## config.mk

```make
export PLATFORM = sky130hd
export DESIGN_NAME = tmr8sp_top
export DESIGN_NICKNAME = d
export VERILOG_FILES = /design/src/hw/tmr8sp_pkg.sv /design/src/hw/tmr8sp_top.sv
export VERILOG_INCLUDE_DIRS = /design/src /design/src/hw
export SDC_FILE = /design/constraint.sdc
export NUM_CORES = 1
export LEC_CHECK = 0
export BUFFER_PORTS_ARGS = -buffer_cell sky130_fd_sc_hd__buf_2
export CORE_UTILIZATION = 30
export DETAILED_ROUTE_END_ITERATION = 10
export PLACE_DENSITY = 0.54
export SYNTH_ARGS = -nofsm -noshare
export SYNTH_HDL_FRONTEND = slang
export SYNTH_SLANG_ARGS = --single-unit
```

## constraint.sdc

```tcl
create_clock -name aclk -period 3.8 [get_ports aclk]
set_input_delay 0.95 -clock aclk [delete_from_list [all_inputs] [get_ports aclk]]
set_output_delay 0.95 -clock aclk [all_outputs]
set_load 0.005 [all_outputs]
```

## src/hw/tmr8sp_params.svh

```systemverilog
`ifndef TMR8SP_PARAMS_SVH
`define TMR8SP_PARAMS_SVH

// Register byte addresses on the AXI4-Lite port
`define TMR8SP_OFF_COUNT      8'h00
`define TMR8SP_OFF_INTCTL     8'h04
`define TMR8SP_OFF_OPTION     8'h08
`define TMR8SP_OFF_IRQ_STAT   8'h0c
`define TMR8SP_OFF_IRQ_CLR    8'h10
`define TMR8SP_OFF_IRQ_EN     8'h14
`define TMR8SP_OFF_WDT_COUNT  8'h18

// Option register fields
`define TMR8SP_OPT_CS_BIT     5
`define TMR8SP_OPT_SE_BIT     4
`define TMR8SP_OPT_PSA_BIT    3
`define TMR8SP_OPT_PS_MSB     2
`define TMR8SP_OPT_RESET      8'hff

// Interrupt-control fields
`define TMR8SP_INT_IE_BIT     5
`define TMR8SP_INT_IF_BIT     2
`define TMR8SP_INT_RESET      8'h00

// Sticky event status bits
`define TMR8SP_EVT_OVF_BIT    0
`define TMR8SP_EVT_WDT_BIT    1
`define TMR8SP_EVT_W          2

// Timing
`define TMR8SP_PHASES         2'h3
`define TMR8SP_PH_Q2          2'h1
`define TMR8SP_PH_Q4          2'h3
`define TMR8SP_INHIBIT_CYC    2'h2

// AXI responses
`define TMR8SP_RESP_OKAY      2'h0
`define TMR8SP_RESP_DECERR    2'h3

`endif

```

## src/hw/tmr8sp_pkg.sv

```systemverilog
package tmr8sp_pkg;
  // Write-side handshake state of the bus slave
  typedef enum logic [2:0] {
    TMR8SP_WR_IDLE = 3'h1,
    TMR8SP_WR_HALF = 3'h2,
    TMR8SP_WR_RESP = 3'h4
  } tmr8sp_wr_state_t;
  typedef logic [7:0] tmr8sp_byte_t;
endpackage

```

## src/hw/tmr8sp_top.sv

```systemverilog
// Operation
// - 8-bit count register, software read and write
// - Timer mode counts every instruction cycle
// - Counting held off two cycles after write
// - Counter mode counts chosen edge on pin
// - Option bit 5 selects pin or cycle clock
// - Option bit 4: one falling, zero rising
// - One prescaler, timer or watchdog, bit 3
// - Rate code: timer 2..256, watchdog 1..128
// - Undivided timer only when watchdog owns prescaler
// - Prescaler hidden; count write clears it (here only while timer owns it)
// - Watchdog clear resets prescaler and watchdog (here prescaler only while watchdog owns it)
// - Wrap FFh to 00h always sets flag
// - Timer request needs flag and enable
// - Counter frozen in sleep
// - Counter mode sampled on phases two, four
//
// Decided for this implementation: the AXI4-Lite slave port and the register offsets.
`include "tmr8sp_params.svh"
`timescale 1ns/1ps
`default_nettype none

module tmr8sp_top
  import tmr8sp_pkg::*;
(
  input  wire logic        aclk,                  // 250 MHz system clock
  input  wire logic        aresetn,               // Synchronous reset, low
  input  wire logic [7:0]  s_axi_awaddr,          // Write address
  input  wire logic        s_axi_awvalid,         // Write address valid
  output logic             s_axi_awready,         // Write address ready
  input  wire logic [31:0] s_axi_wdata,           // Write data
  input  wire logic [3:0]  s_axi_wstrb,           // Write byte strobes
  input  wire logic        s_axi_wvalid,          // Write data valid
  output logic             s_axi_wready,          // Write data ready
  output logic [1:0]       s_axi_bresp,           // Write response
  output logic             s_axi_bvalid,          // Write response valid
  input  wire logic        s_axi_bready,          // Write response ready
  input  wire logic [7:0]  s_axi_araddr,          // Read address
  input  wire logic        s_axi_arvalid,         // Read address valid
  output logic             s_axi_arready,         // Read address ready
  output logic [31:0]      s_axi_rdata,           // Read data
  output logic [1:0]       s_axi_rresp,           // Read response
  output logic             s_axi_rvalid,          // Read data valid
  input  wire logic        s_axi_rready,          // Read data ready
  input  wire logic        external_count_input,  // Count pin level
  input  wire logic        sleep_mode,            // Core asleep, high
  input  wire logic        watchdog_clock_tick,   // Watchdog oscillator pulse
  input  wire logic        watchdog_clear_instruction, // Watchdog clear pulse
  output logic             timer_irq_request,     // Flag and enable both set
  output logic             watchdog_timeout,      // Watchdog count wrap pulse
  output logic             irq                    // Enabled sticky status
);

  // ------------------------------------------------------------
  // Helpers
  // ------------------------------------------------------------
  // Last prescaler state before a tick: timer ratio is twice watchdog
  function automatic tmr8sp_byte_t rate_last(input logic [2:0] ps, input logic to_wdt);
    logic [8:0] ratio;
    ratio = to_wdt ? (9'h001 << ps) : (9'h002 << ps);
    return tmr8sp_byte_t'(ratio - 9'h001);
  endfunction

  function automatic logic addr_is(input logic [7:0] a, input logic [7:0] off);
    return a == off;
  endfunction

  // ------------------------------------------------------------
  // State
  // ------------------------------------------------------------
  tmr8sp_byte_t          count_q;
  tmr8sp_byte_t          option_q;
  tmr8sp_byte_t          presc_q;
  tmr8sp_byte_t          wdt_q;
  logic                  ovf_flag_q;
  logic                  ovf_ie_q;
  logic [1:0]            phase_q;
  logic [1:0]            inhibit_q;
  logic                  pin_q;
  logic                  pend_q;
  logic [`TMR8SP_EVT_W-1:0] stat_q;
  logic [`TMR8SP_EVT_W-1:0] irq_en_q;
  tmr8sp_wr_state_t      wr_state_q;
  logic [7:0]            awaddr_q;
  logic [31:0]           wdata_q;
  logic [3:0]            wstrb_q;
  logic                  aw_got_q;
  logic                  w_got_q;

  logic       cs;
  logic       se;
  logic       prescaler_assign;
  logic [2:0] ps;
  logic       q2;
  logic       q4;
  logic       instr_tick;
  logic       pin_edge;
  logic       presc_src;
  logic       presc_hit;
  logic       presc_clr;
  logic       timer_evt;
  logic       sample_ok;
  logic       inc_now;
  logic       ovf_evt;
  logic       wdt_evt;
  logic       wdt_wrap;
  logic       wr_fire;
  logic [7:0] wr_addr;
  logic       wr_lo;
  logic       wr_count;
  logic       wr_intctl;

  assign cs  = option_q[`TMR8SP_OPT_CS_BIT];
  assign se  = option_q[`TMR8SP_OPT_SE_BIT];
  assign prescaler_assign = option_q[`TMR8SP_OPT_PSA_BIT];
  assign ps  = option_q[`TMR8SP_OPT_PS_MSB:0];

  // ------------------------------------------------------------
  // Instruction cycle: four phases per cycle
  // ------------------------------------------------------------
  always_ff @(posedge aclk) begin
    if (!aresetn) begin
      phase_q <= 2'h0;
    end else begin
      phase_q <= phase_q + 2'h1;
    end
  end

  assign q2         = phase_q == `TMR8SP_PH_Q2;
  assign q4         = phase_q == `TMR8SP_PH_Q4;
  assign instr_tick = q4 && !sleep_mode;  // One tick per instruction cycle

  // Pin taken as synchronous; keep last level for edge detection
  always_ff @(posedge aclk) begin
    if (!aresetn) begin
      pin_q <= 1'b0;
    end else begin
      pin_q <= external_count_input;
    end
  end

  // Only the polarity picked by the edge select counts
  assign pin_edge = se ? (pin_q && !external_count_input)
                       : (!pin_q && external_count_input);

  // ------------------------------------------------------------
  // Shared prescaler
  // ------------------------------------------------------------
  // Watchdog owner runs from its own oscillator even in sleep
  assign presc_src = prescaler_assign ? watchdog_clock_tick
                         : (!sleep_mode && (cs ? pin_edge : instr_tick));
  assign presc_hit = presc_src && (presc_q == rate_last(ps, prescaler_assign));
  assign presc_clr = (!prescaler_assign && wr_count) || (prescaler_assign && watchdog_clear_instruction);

  always_ff @(posedge aclk) begin
    if (!aresetn) begin
      presc_q <= 8'h00;
    end else if (presc_clr || presc_hit) begin
      presc_q <= 8'h00;
    end else if (presc_src) begin
      presc_q <= presc_q + 8'h01;
    end
  end

  // Timer takes undivided events only while the watchdog owns it
  assign timer_evt = prescaler_assign ? (!sleep_mode && (cs ? pin_edge : instr_tick)) : presc_hit;

  // ------------------------------------------------------------
  // Counter
  // ------------------------------------------------------------
  // Pin-driven events wait for the next phase-two or phase-four sample
  assign sample_ok = q2 || q4;
  assign inc_now   = (inhibit_q == 2'h0) && !sleep_mode && !wr_count &&
                     (cs ? ((pend_q || timer_evt) && sample_ok) : timer_evt);
  assign ovf_evt   = inc_now && (count_q == 8'hff);

  always_ff @(posedge aclk) begin
    if (!aresetn) begin
      pend_q <= 1'b0;
    end else if (!cs || wr_count || inhibit_q != 2'h0 || sleep_mode) begin
      pend_q <= 1'b0;  // Events seen while held off are dropped
    end else if (sample_ok) begin
      pend_q <= 1'b0;
    end else if (timer_evt) begin
      pend_q <= 1'b1;
    end
  end

  always_ff @(posedge aclk) begin
    if (!aresetn) begin
      count_q <= 8'h00;
    end else if (wr_count) begin
      count_q <= wdata_q[7:0];
    end else if (inc_now) begin
      count_q <= count_q + 8'h01;
    end
  end

  // Hold-off ends at the second phase four after the write, five to eight clocks later
  always_ff @(posedge aclk) begin
    if (!aresetn) begin
      inhibit_q <= 2'h0;
    end else if (wr_count) begin
      inhibit_q <= `TMR8SP_INHIBIT_CYC;
    end else if (q4 && inhibit_q != 2'h0) begin
      inhibit_q <= inhibit_q - 2'h1;
    end
  end

  // ------------------------------------------------------------
  // Watchdog count (postscaler not modelled)
  // ------------------------------------------------------------
  assign wdt_evt  = prescaler_assign ? presc_hit : watchdog_clock_tick;
  assign wdt_wrap = wdt_evt && !watchdog_clear_instruction && (wdt_q == 8'hff);

  always_ff @(posedge aclk) begin
    if (!aresetn) begin
      wdt_q <= 8'h00;
    end else if (watchdog_clear_instruction) begin
      wdt_q <= 8'h00;
    end else if (wdt_evt) begin
      wdt_q <= wdt_q + 8'h01;
    end
  end

  always_ff @(posedge aclk) begin
    if (!aresetn) begin
      watchdog_timeout <= 1'b0;
    end else begin
      watchdog_timeout <= wdt_wrap;
    end
  end

  // ------------------------------------------------------------
  // Overflow flag and enable
  // ------------------------------------------------------------
  // Setting outranks a software clear in the same cycle
  always_ff @(posedge aclk) begin
    if (!aresetn) begin
      ovf_flag_q <= 1'b0;
      ovf_ie_q   <= 1'b0;
    end else begin
      if (ovf_evt) begin
        ovf_flag_q <= 1'b1;
      end else if (wr_intctl) begin
        ovf_flag_q <= wdata_q[`TMR8SP_INT_IF_BIT];
      end
      if (wr_intctl) begin
        ovf_ie_q <= wdata_q[`TMR8SP_INT_IE_BIT];
      end
    end
  end

  assign timer_irq_request = ovf_flag_q && ovf_ie_q;

  // ------------------------------------------------------------
  // Sticky status, clear and enable
  // ------------------------------------------------------------
  logic [`TMR8SP_EVT_W-1:0] evt_vec;
  logic [`TMR8SP_EVT_W-1:0] clr_vec;
  assign evt_vec = {wdt_wrap, ovf_evt};
  assign clr_vec = (wr_fire && wr_lo && addr_is(wr_addr, `TMR8SP_OFF_IRQ_CLR))
                 ? wdata_q[`TMR8SP_EVT_W-1:0] : '0;

  always_ff @(posedge aclk) begin
    if (!aresetn) begin
      stat_q <= '0;
    end else begin
      stat_q <= (stat_q & ~clr_vec) | evt_vec;
    end
  end

  always_ff @(posedge aclk) begin
    if (!aresetn) begin
      irq_en_q <= '0;
    end else if (wr_fire && wr_lo && addr_is(wr_addr, `TMR8SP_OFF_IRQ_EN)) begin
      irq_en_q <= wdata_q[`TMR8SP_EVT_W-1:0];
    end
  end

  assign irq = |(stat_q & irq_en_q);

  // ------------------------------------------------------------
  // AXI4-Lite write side
  // ------------------------------------------------------------
  assign s_axi_awready = (wr_state_q != TMR8SP_WR_RESP) && !aw_got_q;
  assign s_axi_wready  = (wr_state_q != TMR8SP_WR_RESP) && !w_got_q;
  assign wr_fire       = (wr_state_q == TMR8SP_WR_RESP) && !s_axi_bvalid;
  assign wr_addr       = awaddr_q;
  assign wr_lo         = wstrb_q[0];
  assign wr_count      = wr_fire && wr_lo && addr_is(wr_addr, `TMR8SP_OFF_COUNT);
  assign wr_intctl     = wr_fire && wr_lo && addr_is(wr_addr, `TMR8SP_OFF_INTCTL);

  // Address and data may arrive in either order
  always_ff @(posedge aclk) begin
    if (!aresetn) begin
      wr_state_q <= TMR8SP_WR_IDLE;
      aw_got_q   <= 1'b0;
      w_got_q    <= 1'b0;
      awaddr_q   <= 8'h00;
      wdata_q    <= 32'h0000_0000;
      wstrb_q    <= 4'h0;
    end else begin
      if (s_axi_awvalid && s_axi_awready) begin
        awaddr_q <= s_axi_awaddr;
        aw_got_q <= 1'b1;
      end
      if (s_axi_wvalid && s_axi_wready) begin
        wdata_q <= s_axi_wdata;
        wstrb_q <= s_axi_wstrb;
        w_got_q <= 1'b1;
      end
      unique case (wr_state_q)
        TMR8SP_WR_IDLE, TMR8SP_WR_HALF: begin
          if ((aw_got_q || (s_axi_awvalid && s_axi_awready)) &&
              (w_got_q || (s_axi_wvalid && s_axi_wready))) begin
            wr_state_q <= TMR8SP_WR_RESP;
          end else if (s_axi_awvalid || s_axi_wvalid || aw_got_q || w_got_q) begin
            wr_state_q <= TMR8SP_WR_HALF;
          end
        end
        TMR8SP_WR_RESP: begin
          if (s_axi_bvalid && s_axi_bready) begin
            wr_state_q <= TMR8SP_WR_IDLE;
            aw_got_q   <= 1'b0;
            w_got_q    <= 1'b0;
          end
        end
        default: begin
          wr_state_q <= TMR8SP_WR_IDLE;
        end
      endcase
    end
  end

  // Option register, written only by software
  always_ff @(posedge aclk) begin
    if (!aresetn) begin
      option_q <= `TMR8SP_OPT_RESET;
    end else if (wr_fire && wr_lo && addr_is(wr_addr, `TMR8SP_OFF_OPTION)) begin
      option_q <= wdata_q[7:0];
    end
  end

  // Response one cycle after both halves are in
  always_ff @(posedge aclk) begin
    if (!aresetn) begin
      s_axi_bvalid <= 1'b0;
      s_axi_bresp  <= `TMR8SP_RESP_OKAY;
    end else if (wr_fire) begin
      s_axi_bvalid <= 1'b1;
      s_axi_bresp  <= (wr_addr <= `TMR8SP_OFF_WDT_COUNT && wr_addr[1:0] == 2'h0)
                    ? `TMR8SP_RESP_OKAY : `TMR8SP_RESP_DECERR;
    end else if (s_axi_bready) begin
      s_axi_bvalid <= 1'b0;
    end
  end

  // ------------------------------------------------------------
  // AXI4-Lite read side
  // ------------------------------------------------------------
  assign s_axi_arready = !s_axi_rvalid;

  // Prescaler value is never visible to software
  always_ff @(posedge aclk) begin
    if (!aresetn) begin
      s_axi_rvalid <= 1'b0;
      s_axi_rdata  <= 32'h0000_0000;
      s_axi_rresp  <= `TMR8SP_RESP_OKAY;
    end else if (s_axi_arvalid && s_axi_arready) begin
      s_axi_rvalid <= 1'b1;
      s_axi_rresp  <= `TMR8SP_RESP_OKAY;
      unique case (s_axi_araddr)
        `TMR8SP_OFF_COUNT:     s_axi_rdata <= {24'h0, count_q};
        `TMR8SP_OFF_INTCTL:    s_axi_rdata <= {26'h0, ovf_ie_q, 2'h0, ovf_flag_q, 2'h0};
        `TMR8SP_OFF_OPTION:    s_axi_rdata <= {24'h0, option_q};
        `TMR8SP_OFF_IRQ_STAT:  s_axi_rdata <= {30'h0, stat_q};
        `TMR8SP_OFF_IRQ_CLR:   s_axi_rdata <= 32'h0000_0000;
        `TMR8SP_OFF_IRQ_EN:    s_axi_rdata <= {30'h0, irq_en_q};
        `TMR8SP_OFF_WDT_COUNT: s_axi_rdata <= {24'h0, wdt_q};
        default: begin
          s_axi_rdata <= 32'h0000_0000;
          s_axi_rresp <= `TMR8SP_RESP_DECERR;
        end
      endcase
    end else if (s_axi_rready) begin
      s_axi_rvalid <= 1'b0;
    end
  end
endmodule

`default_nettype wire

```

Word-level counts from Yosys, hierarchy flattened
Cells that the tools add are included.
- input port bits: 63
- output and inout bits: 44
- memory bits (read-only): 0
- bits in writable memories: 0
- memories kept: 0
- logic and storage cells: 163
- flip-flop bits (word level): 105
- latch bits: 0
- $lt $le $gt $ge: 1
- shifts and indexed selects: 2
- div/mod/pow operators: 0
- mux-type cells: 31
- bitwise gates (word level): 5
- multiply operators: 0
- add/sub/neg operators: 6
- reductions and logical operators: 72
- equality and inequality tests: 21
- operators with widths (operator ; count):
    case mux 8 bit (6 select lines) ; 1
    equality test 8 x 5 -> 1 bit (second input constant) ; 5
    logical AND 1 bit ; 31
    adder 8 x 1 -> 8 bit (second input constant) ; 3
    equality test 8 x 4 -> 1 bit (second input constant) ; 3
    two-way mux 8 bit ; 3
    two-way mux 1 bit ; 18
    equality test 8 x 3 -> 1 bit (second input constant) ; 2
    equality test 8 bit (second input constant) ; 2
    zero test 8 bit ; 2
    logical OR 1 bit ; 12
    nonzero test 2 bit ; 6
    zero test 1 bit ; 11
    two-way mux 2 bit ; 5
    OR reduction 2 bit ; 5
    two-way mux 3 bit ; 3
    equality test 8 bit ; 1
    <= comparator 8 x 5 -> 1 bit (second input constant) ; 1
    left shift 1 x 3 -> 8 bit (first input constant) ; 1
    left shift 2 x 3 -> 8 bit (first input constant) ; 1
    subtractor 8 x 1 -> 8 bit (second input constant) ; 1
    OR reduction 7 bit ; 1
    inequality test 3 bit (second input constant) ; 2
    case mux 3 bit (2 select lines) ; 1
    15 further kinds ; 17

Longest topological paths before layout
- depth in word-level cells: 14
- mapped depth: 13
- mapped depth without buffers: 11

Worst setup path after synthesis
No wires, ideal clock.
- kind: register -> register
- from: reg option_q[0]
- to: reg stat_q[1]
- period minus slack after synthesis: 2.765 ns
- setup time: 0.059 ns
- path buffers: 2
- slack: 1.035 ns
- arrival time: 2.706 ns
- cell stages (with the launch flop): 14
- data required time: 3.741 ns
- cell sequence: dfxtp_1 > inv_1 > ha_1 > clkbuf_2 > nand2_1 > ha_1 > xnor2_1 > nor3_1 > nand4_1 > o32a_1 > buf_6 > or3_4 > nor3_4 > a31o_1
- longest elaborated chain between the ends: 9
- elaborated cells on any way between the ends: 10
- those cells by class: add/sub (1); eq/ne (1); shift (2); mux (2); bitwise (1); reduce/logical (3)
- RTL lines (element ; line ; source):
    start, declared ; tmr8sp_top.sv:72 ; tmr8sp_byte_t option_q;
    start signal, assigned ; tmr8sp_top.sv:339 ; option_q <= `TMR8SP_OPT_RESET;
    start signal, assigned ; tmr8sp_top.sv:341 ; option_q <= wdata_q[7:0];
    left shift 2 x 3 -> 8 bit / left shift 1 x 3 -> 8 bit (equally long branches) ; tmr8sp_top.sv:60 ; ratio = to_wdt ? (9'h001 << ps) : (9'h002 << ps);
    two-way mux 8 bit * ; tmr8sp_top.sv:60 ;
    subtractor 8 x 1 -> 8 bit * ; tmr8sp_top.sv:61 ; return tmr8sp_byte_t'(ratio - 9'h001);
    equality test 8 bit * ; tmr8sp_top.sv:152 ; assign presc_hit = presc_src && (presc_q == rate_last(ps, prescaler_assign));
    logical AND 1 bit * ; tmr8sp_top.sv:152 ;
    two-way mux 1 bit * ; tmr8sp_top.sv:213 ; assign wdt_evt = prescaler_assign ? presc_hit : watchdog_clock_tick;
    logical AND 1 bit * (2 in series) ; tmr8sp_top.sv:214 ; assign wdt_wrap = wdt_evt && !watchdog_clear_instruction && (wdt_q == 8'hff);
    bitwise OR 2 bit * ; tmr8sp_top.sv:269 ; stat_q <= (stat_q & ~clr_vec) | evt_vec;
    end signal, assigned ; tmr8sp_top.sv:269 ;
    end, declared ; tmr8sp_top.sv:81 ; logic [`TMR8SP_EVT_W-1:0] stat_q;
Every way passes the cells marked *; elsewhere a longest branch is shown, timed or not.
A chain may end at the register's enable or synchronous reset.

Worst setup path after layout
Ends and elaborated chain as after synthesis.

==> flow_summary.toml <==
[floorplanning]
ios = 107
die_h_um = 121
die_w_um = 121
core_um2 = 13900
num_rows = 43
initial_core_util_pct = 30.7
die-area_um2 = 14700

[clock_network]
h-tree-depth = 3
cts_tree = "yes"
cts_sinks = 79
cts_hold_buf = 0
cts_made_buffers = 9
clock_latency_ns = 0.35
clk_path_buf_depth = 2
cts_resized = 0
cts_setup_buffers = 0
clock-root-buffer = "clkbuf_16"
clk_pin_slew_worst_paths_ns = 0.07

[drt]
first_pass_iters = 4
wl_per_cell_um = 13.0
viasPerCell = 4.78
via_count = 3474
postRouteAntennaNets = 0
drc = 0
drt_iter0_drc = 116
drt_wl_total_mm = 9.48

[synth]
synth.distinct_cells = 57
synth_ff_type = "dfxtp_1"
syn_area_um2 = 4260
ys_seq_elements = 79
yosysSeqAreaShare_pct = 37.1
synth_edf_count = 0
synth_warnings = 0
netlist_instances = 496
syn_avg_cell_area_um2 = 8.59
async_flop_share_pct = 0

[finish]
fillers = 1462
diodes = 0
nets = 614
final_core_util_pct = 35.2
drive_gt1_share_pct = 15.0
synthToLayoutAreaGrowth_pct = 14.6

[hold_path]
timing.hold.worst.class = "reg -> reg"
whs_endpoint = "phase_q[0]"
holdPathStages = 1
hp-start = "phase_q[0]"

[worst_setup_path]
end_kind = "register"
cp_data_required_time_ns = 4.10
r2r_slack_ns = 0.69
slowest_delay_ns = 0.54
worstRegToRegCells = 11
path_delay_family = "simple AND/OR/NAND/NOR gates"
crit_type = "reg -> reg"
slowest_stage = "o32a_1"
rr_endpoint = "stat_q[1]"
crit_start = "option_q[0]"
crit_top_cell = "ha_1"
r2r_start = "option_q[0]"
crit_fanout = 10
cp-start-kind = "register"
timing.critical_path.buf_inv = 1
path_cells = "inv_1 -> ha_1 -> nand2_1 -> ha_1 -> o31ai_1 -> xnor3_1 -> nand3b_1 -> o32a_1 -> or3_4 -> nor3_4 -> a31o_1"
worstPathArrival_ns = 3.40

[place]
dp_hpwl_mm = 7.18
gp_congestion = 0.828
portBuffers = 55

[timing]
fin_tns_setup_ns = 0
rsz0062_at_grt = "no"
fin_worst_skew_ns = 0.00705
min_period_over_period_pct = 81.8
fmax_mhz = 322
setup_viol = 0
slew_viol_final = 0
period_needed_ns = 3.11
slew_headroom_pct = 48.4
worst_pin_slew_ns = 0.768
hold_violations = 0

[pwr]
power_frac_seq_pct = 45.0
combPwrFrac_pct = 9.9
peakVddDrop_uv = 193
netSwitchingFraction_pct = 26.4
p_leak_nw = 1.97
switchingPower_mw = 0.530
cellPowerDensity_nw_per_um2 = 411
clkPwrFrac_pct = 45.1
p_int_mw = 1.48

[global_route]
grt_pass1_vias = 3308
antenna_found_initial = 0
grt.overflow.total = 0
grt_use_total_pct = 14.1
grt_pass1_wl_mm = 16.0
grt_max_degree = 33

[status]
status = "completed"

[flow_run]
maxCapViolations = 0
metrics by stage:
step                hold WS [ns]  instances  instance area, um^2  worst slack, ns  power, mW
finish                     0.463        727                 4880            0.693       2.01
global route               0.501        727                 4880            0.485       2.10
CTS                        0.466        727                 4880            0.685       2.04
floorplan                  0.426        519                 4350             1.03       1.08
global placement           0.437        711                 4580            0.694       1.11
detailed placement         0.453        711                 4580            0.634       1.12
cell families after synthesis:
group	after synthesis	share of synthesized area [%]
simple gates	194	24.2
compound gates	89	13.6
flops	79	37.1
buf+inv	63	8.43
mux	34	8.02
xor+xnor	27	5.87
fa+ha+maj	9	2.64
other cells	1	0.0880
synthesized netlist by cell type (3+ instances only):
cell,instances,share of area (%)
nor3_1,8,0.94
nor4_1,6,0.88
mux2i_1,33,7.8
and2_1,12,1.8
buf_6,3,0.79
inv_1,17,1.5
xor2_1,11,2.3
a22o_1,3,0.62
clkbuf_1,15,1.3
nor2_1,40,3.5
nor2b_1,31,4.6
o31ai_1,3,0.53
a21oi_1,24,2.8
or4_1,3,0.53
ha_1,9,2.6
and3_1,3,0.44
xnor2_1,15,3.1
a222oi_1,4,0.94
nand3_1,15,1.8
buf_4,26,4.6
nand2b_1,8,1.2
nand3b_1,4,0.70
dfxtp_1,79,37
o21a_1,3,0.53
or3_1,3,0.44
nand4_1,6,0.88
nand2_1,43,3.8
o21ai_0,25,2.9
a22oi_1,6,1.1
a21boi_0,5,0.88
metal layers:
metal  up-vias  global-route usage (%)  routed length (um)
li1       1767                       -                   -
met1      1598                    18.2                4730
met2        98                    22.0                4100
met3        11                    4.61                 505
met4         0                    4.94                 144
met5         -                       0                   0
layout make-up:
class / instances / area [um^2] / share of cell area, %
Clock buffer: 9 / 225 / 4.61
Clock inverter: 7 / 83.8 / 1.72
Inverter: 17 / 63.8 / 1.31
Multi-Input combinational cell: 377 / 2410 / 49.3
Sequential cell: 79 / 1580 / 32.4
Tap cell: 180 / 225 / 4.61
Timing Repair Buffer: 58 / 298 / 6.10
state kept, by name, summed over array words and instances (netlist names), 2 cells and up:
register	count
count_q	8
option_q	8
awaddr_q	8
wdt_q	8
inhibit_q	2
presc_q	8
irq_en_q	2
stat_q	2
wdata_q	8
wr_state_q	3
phase_q	2
s_axi_rdata	8
power by group through the flow:
stage,clock [mW],combinational (mW),sequential [mW]
detailed placement,0,0.199,0.923
global route,0.964,0.229,0.911
finish,0.906,0.199,0.904
CTS,0.932,0.200,0.904
floorplan,0,0.166,0.912
global placement,0,0.194,0.921
placed cells by master (no fill, tap or decap), types with 4 or more instances in the layout:
| cell type | n |
|---|---|
| a21boi_0 | 5 |
| a21oi_1 | 24 |
| a222oi_1 | 4 |
| a22oi_1 | 6 |
| and2_1 | 12 |
| buf_2 | 55 |
| clkbuf_16 | 9 |
| conb_1 | 24 |
| dfxtp_1 | 79 |
| ha_1 | 9 |
| inv_1 | 17 |
| inv_6 | 4 |
| mux2i_1 | 33 |
| nand2_1 | 43 |
| nand2b_1 | 8 |
| nand3_1 | 15 |
| nand3b_1 | 4 |
| nand4_1 | 6 |
| nor2_1 | 40 |
| nor2b_1 | 31 |
| nor3_1 | 8 |
| nor4_1 | 6 |
| o21ai_0 | 25 |
| xnor2_1 | 15 |
| xor2_1 | 11 |
how the worst max path moves through the flow:
stage	to	slack (ns)	cells after the start
after detailed placement	count_q[5]	0.63	8
after global routing	stat_q[1]	0.48	11
after global placement	count_q[5]	0.69	8
final	stat_q[1]	0.69	11
after floorplan	stat_q[1]	1.03	13
after CTS	stat_q[1]	0.68	11
Power figures use the tool's default switching activity.
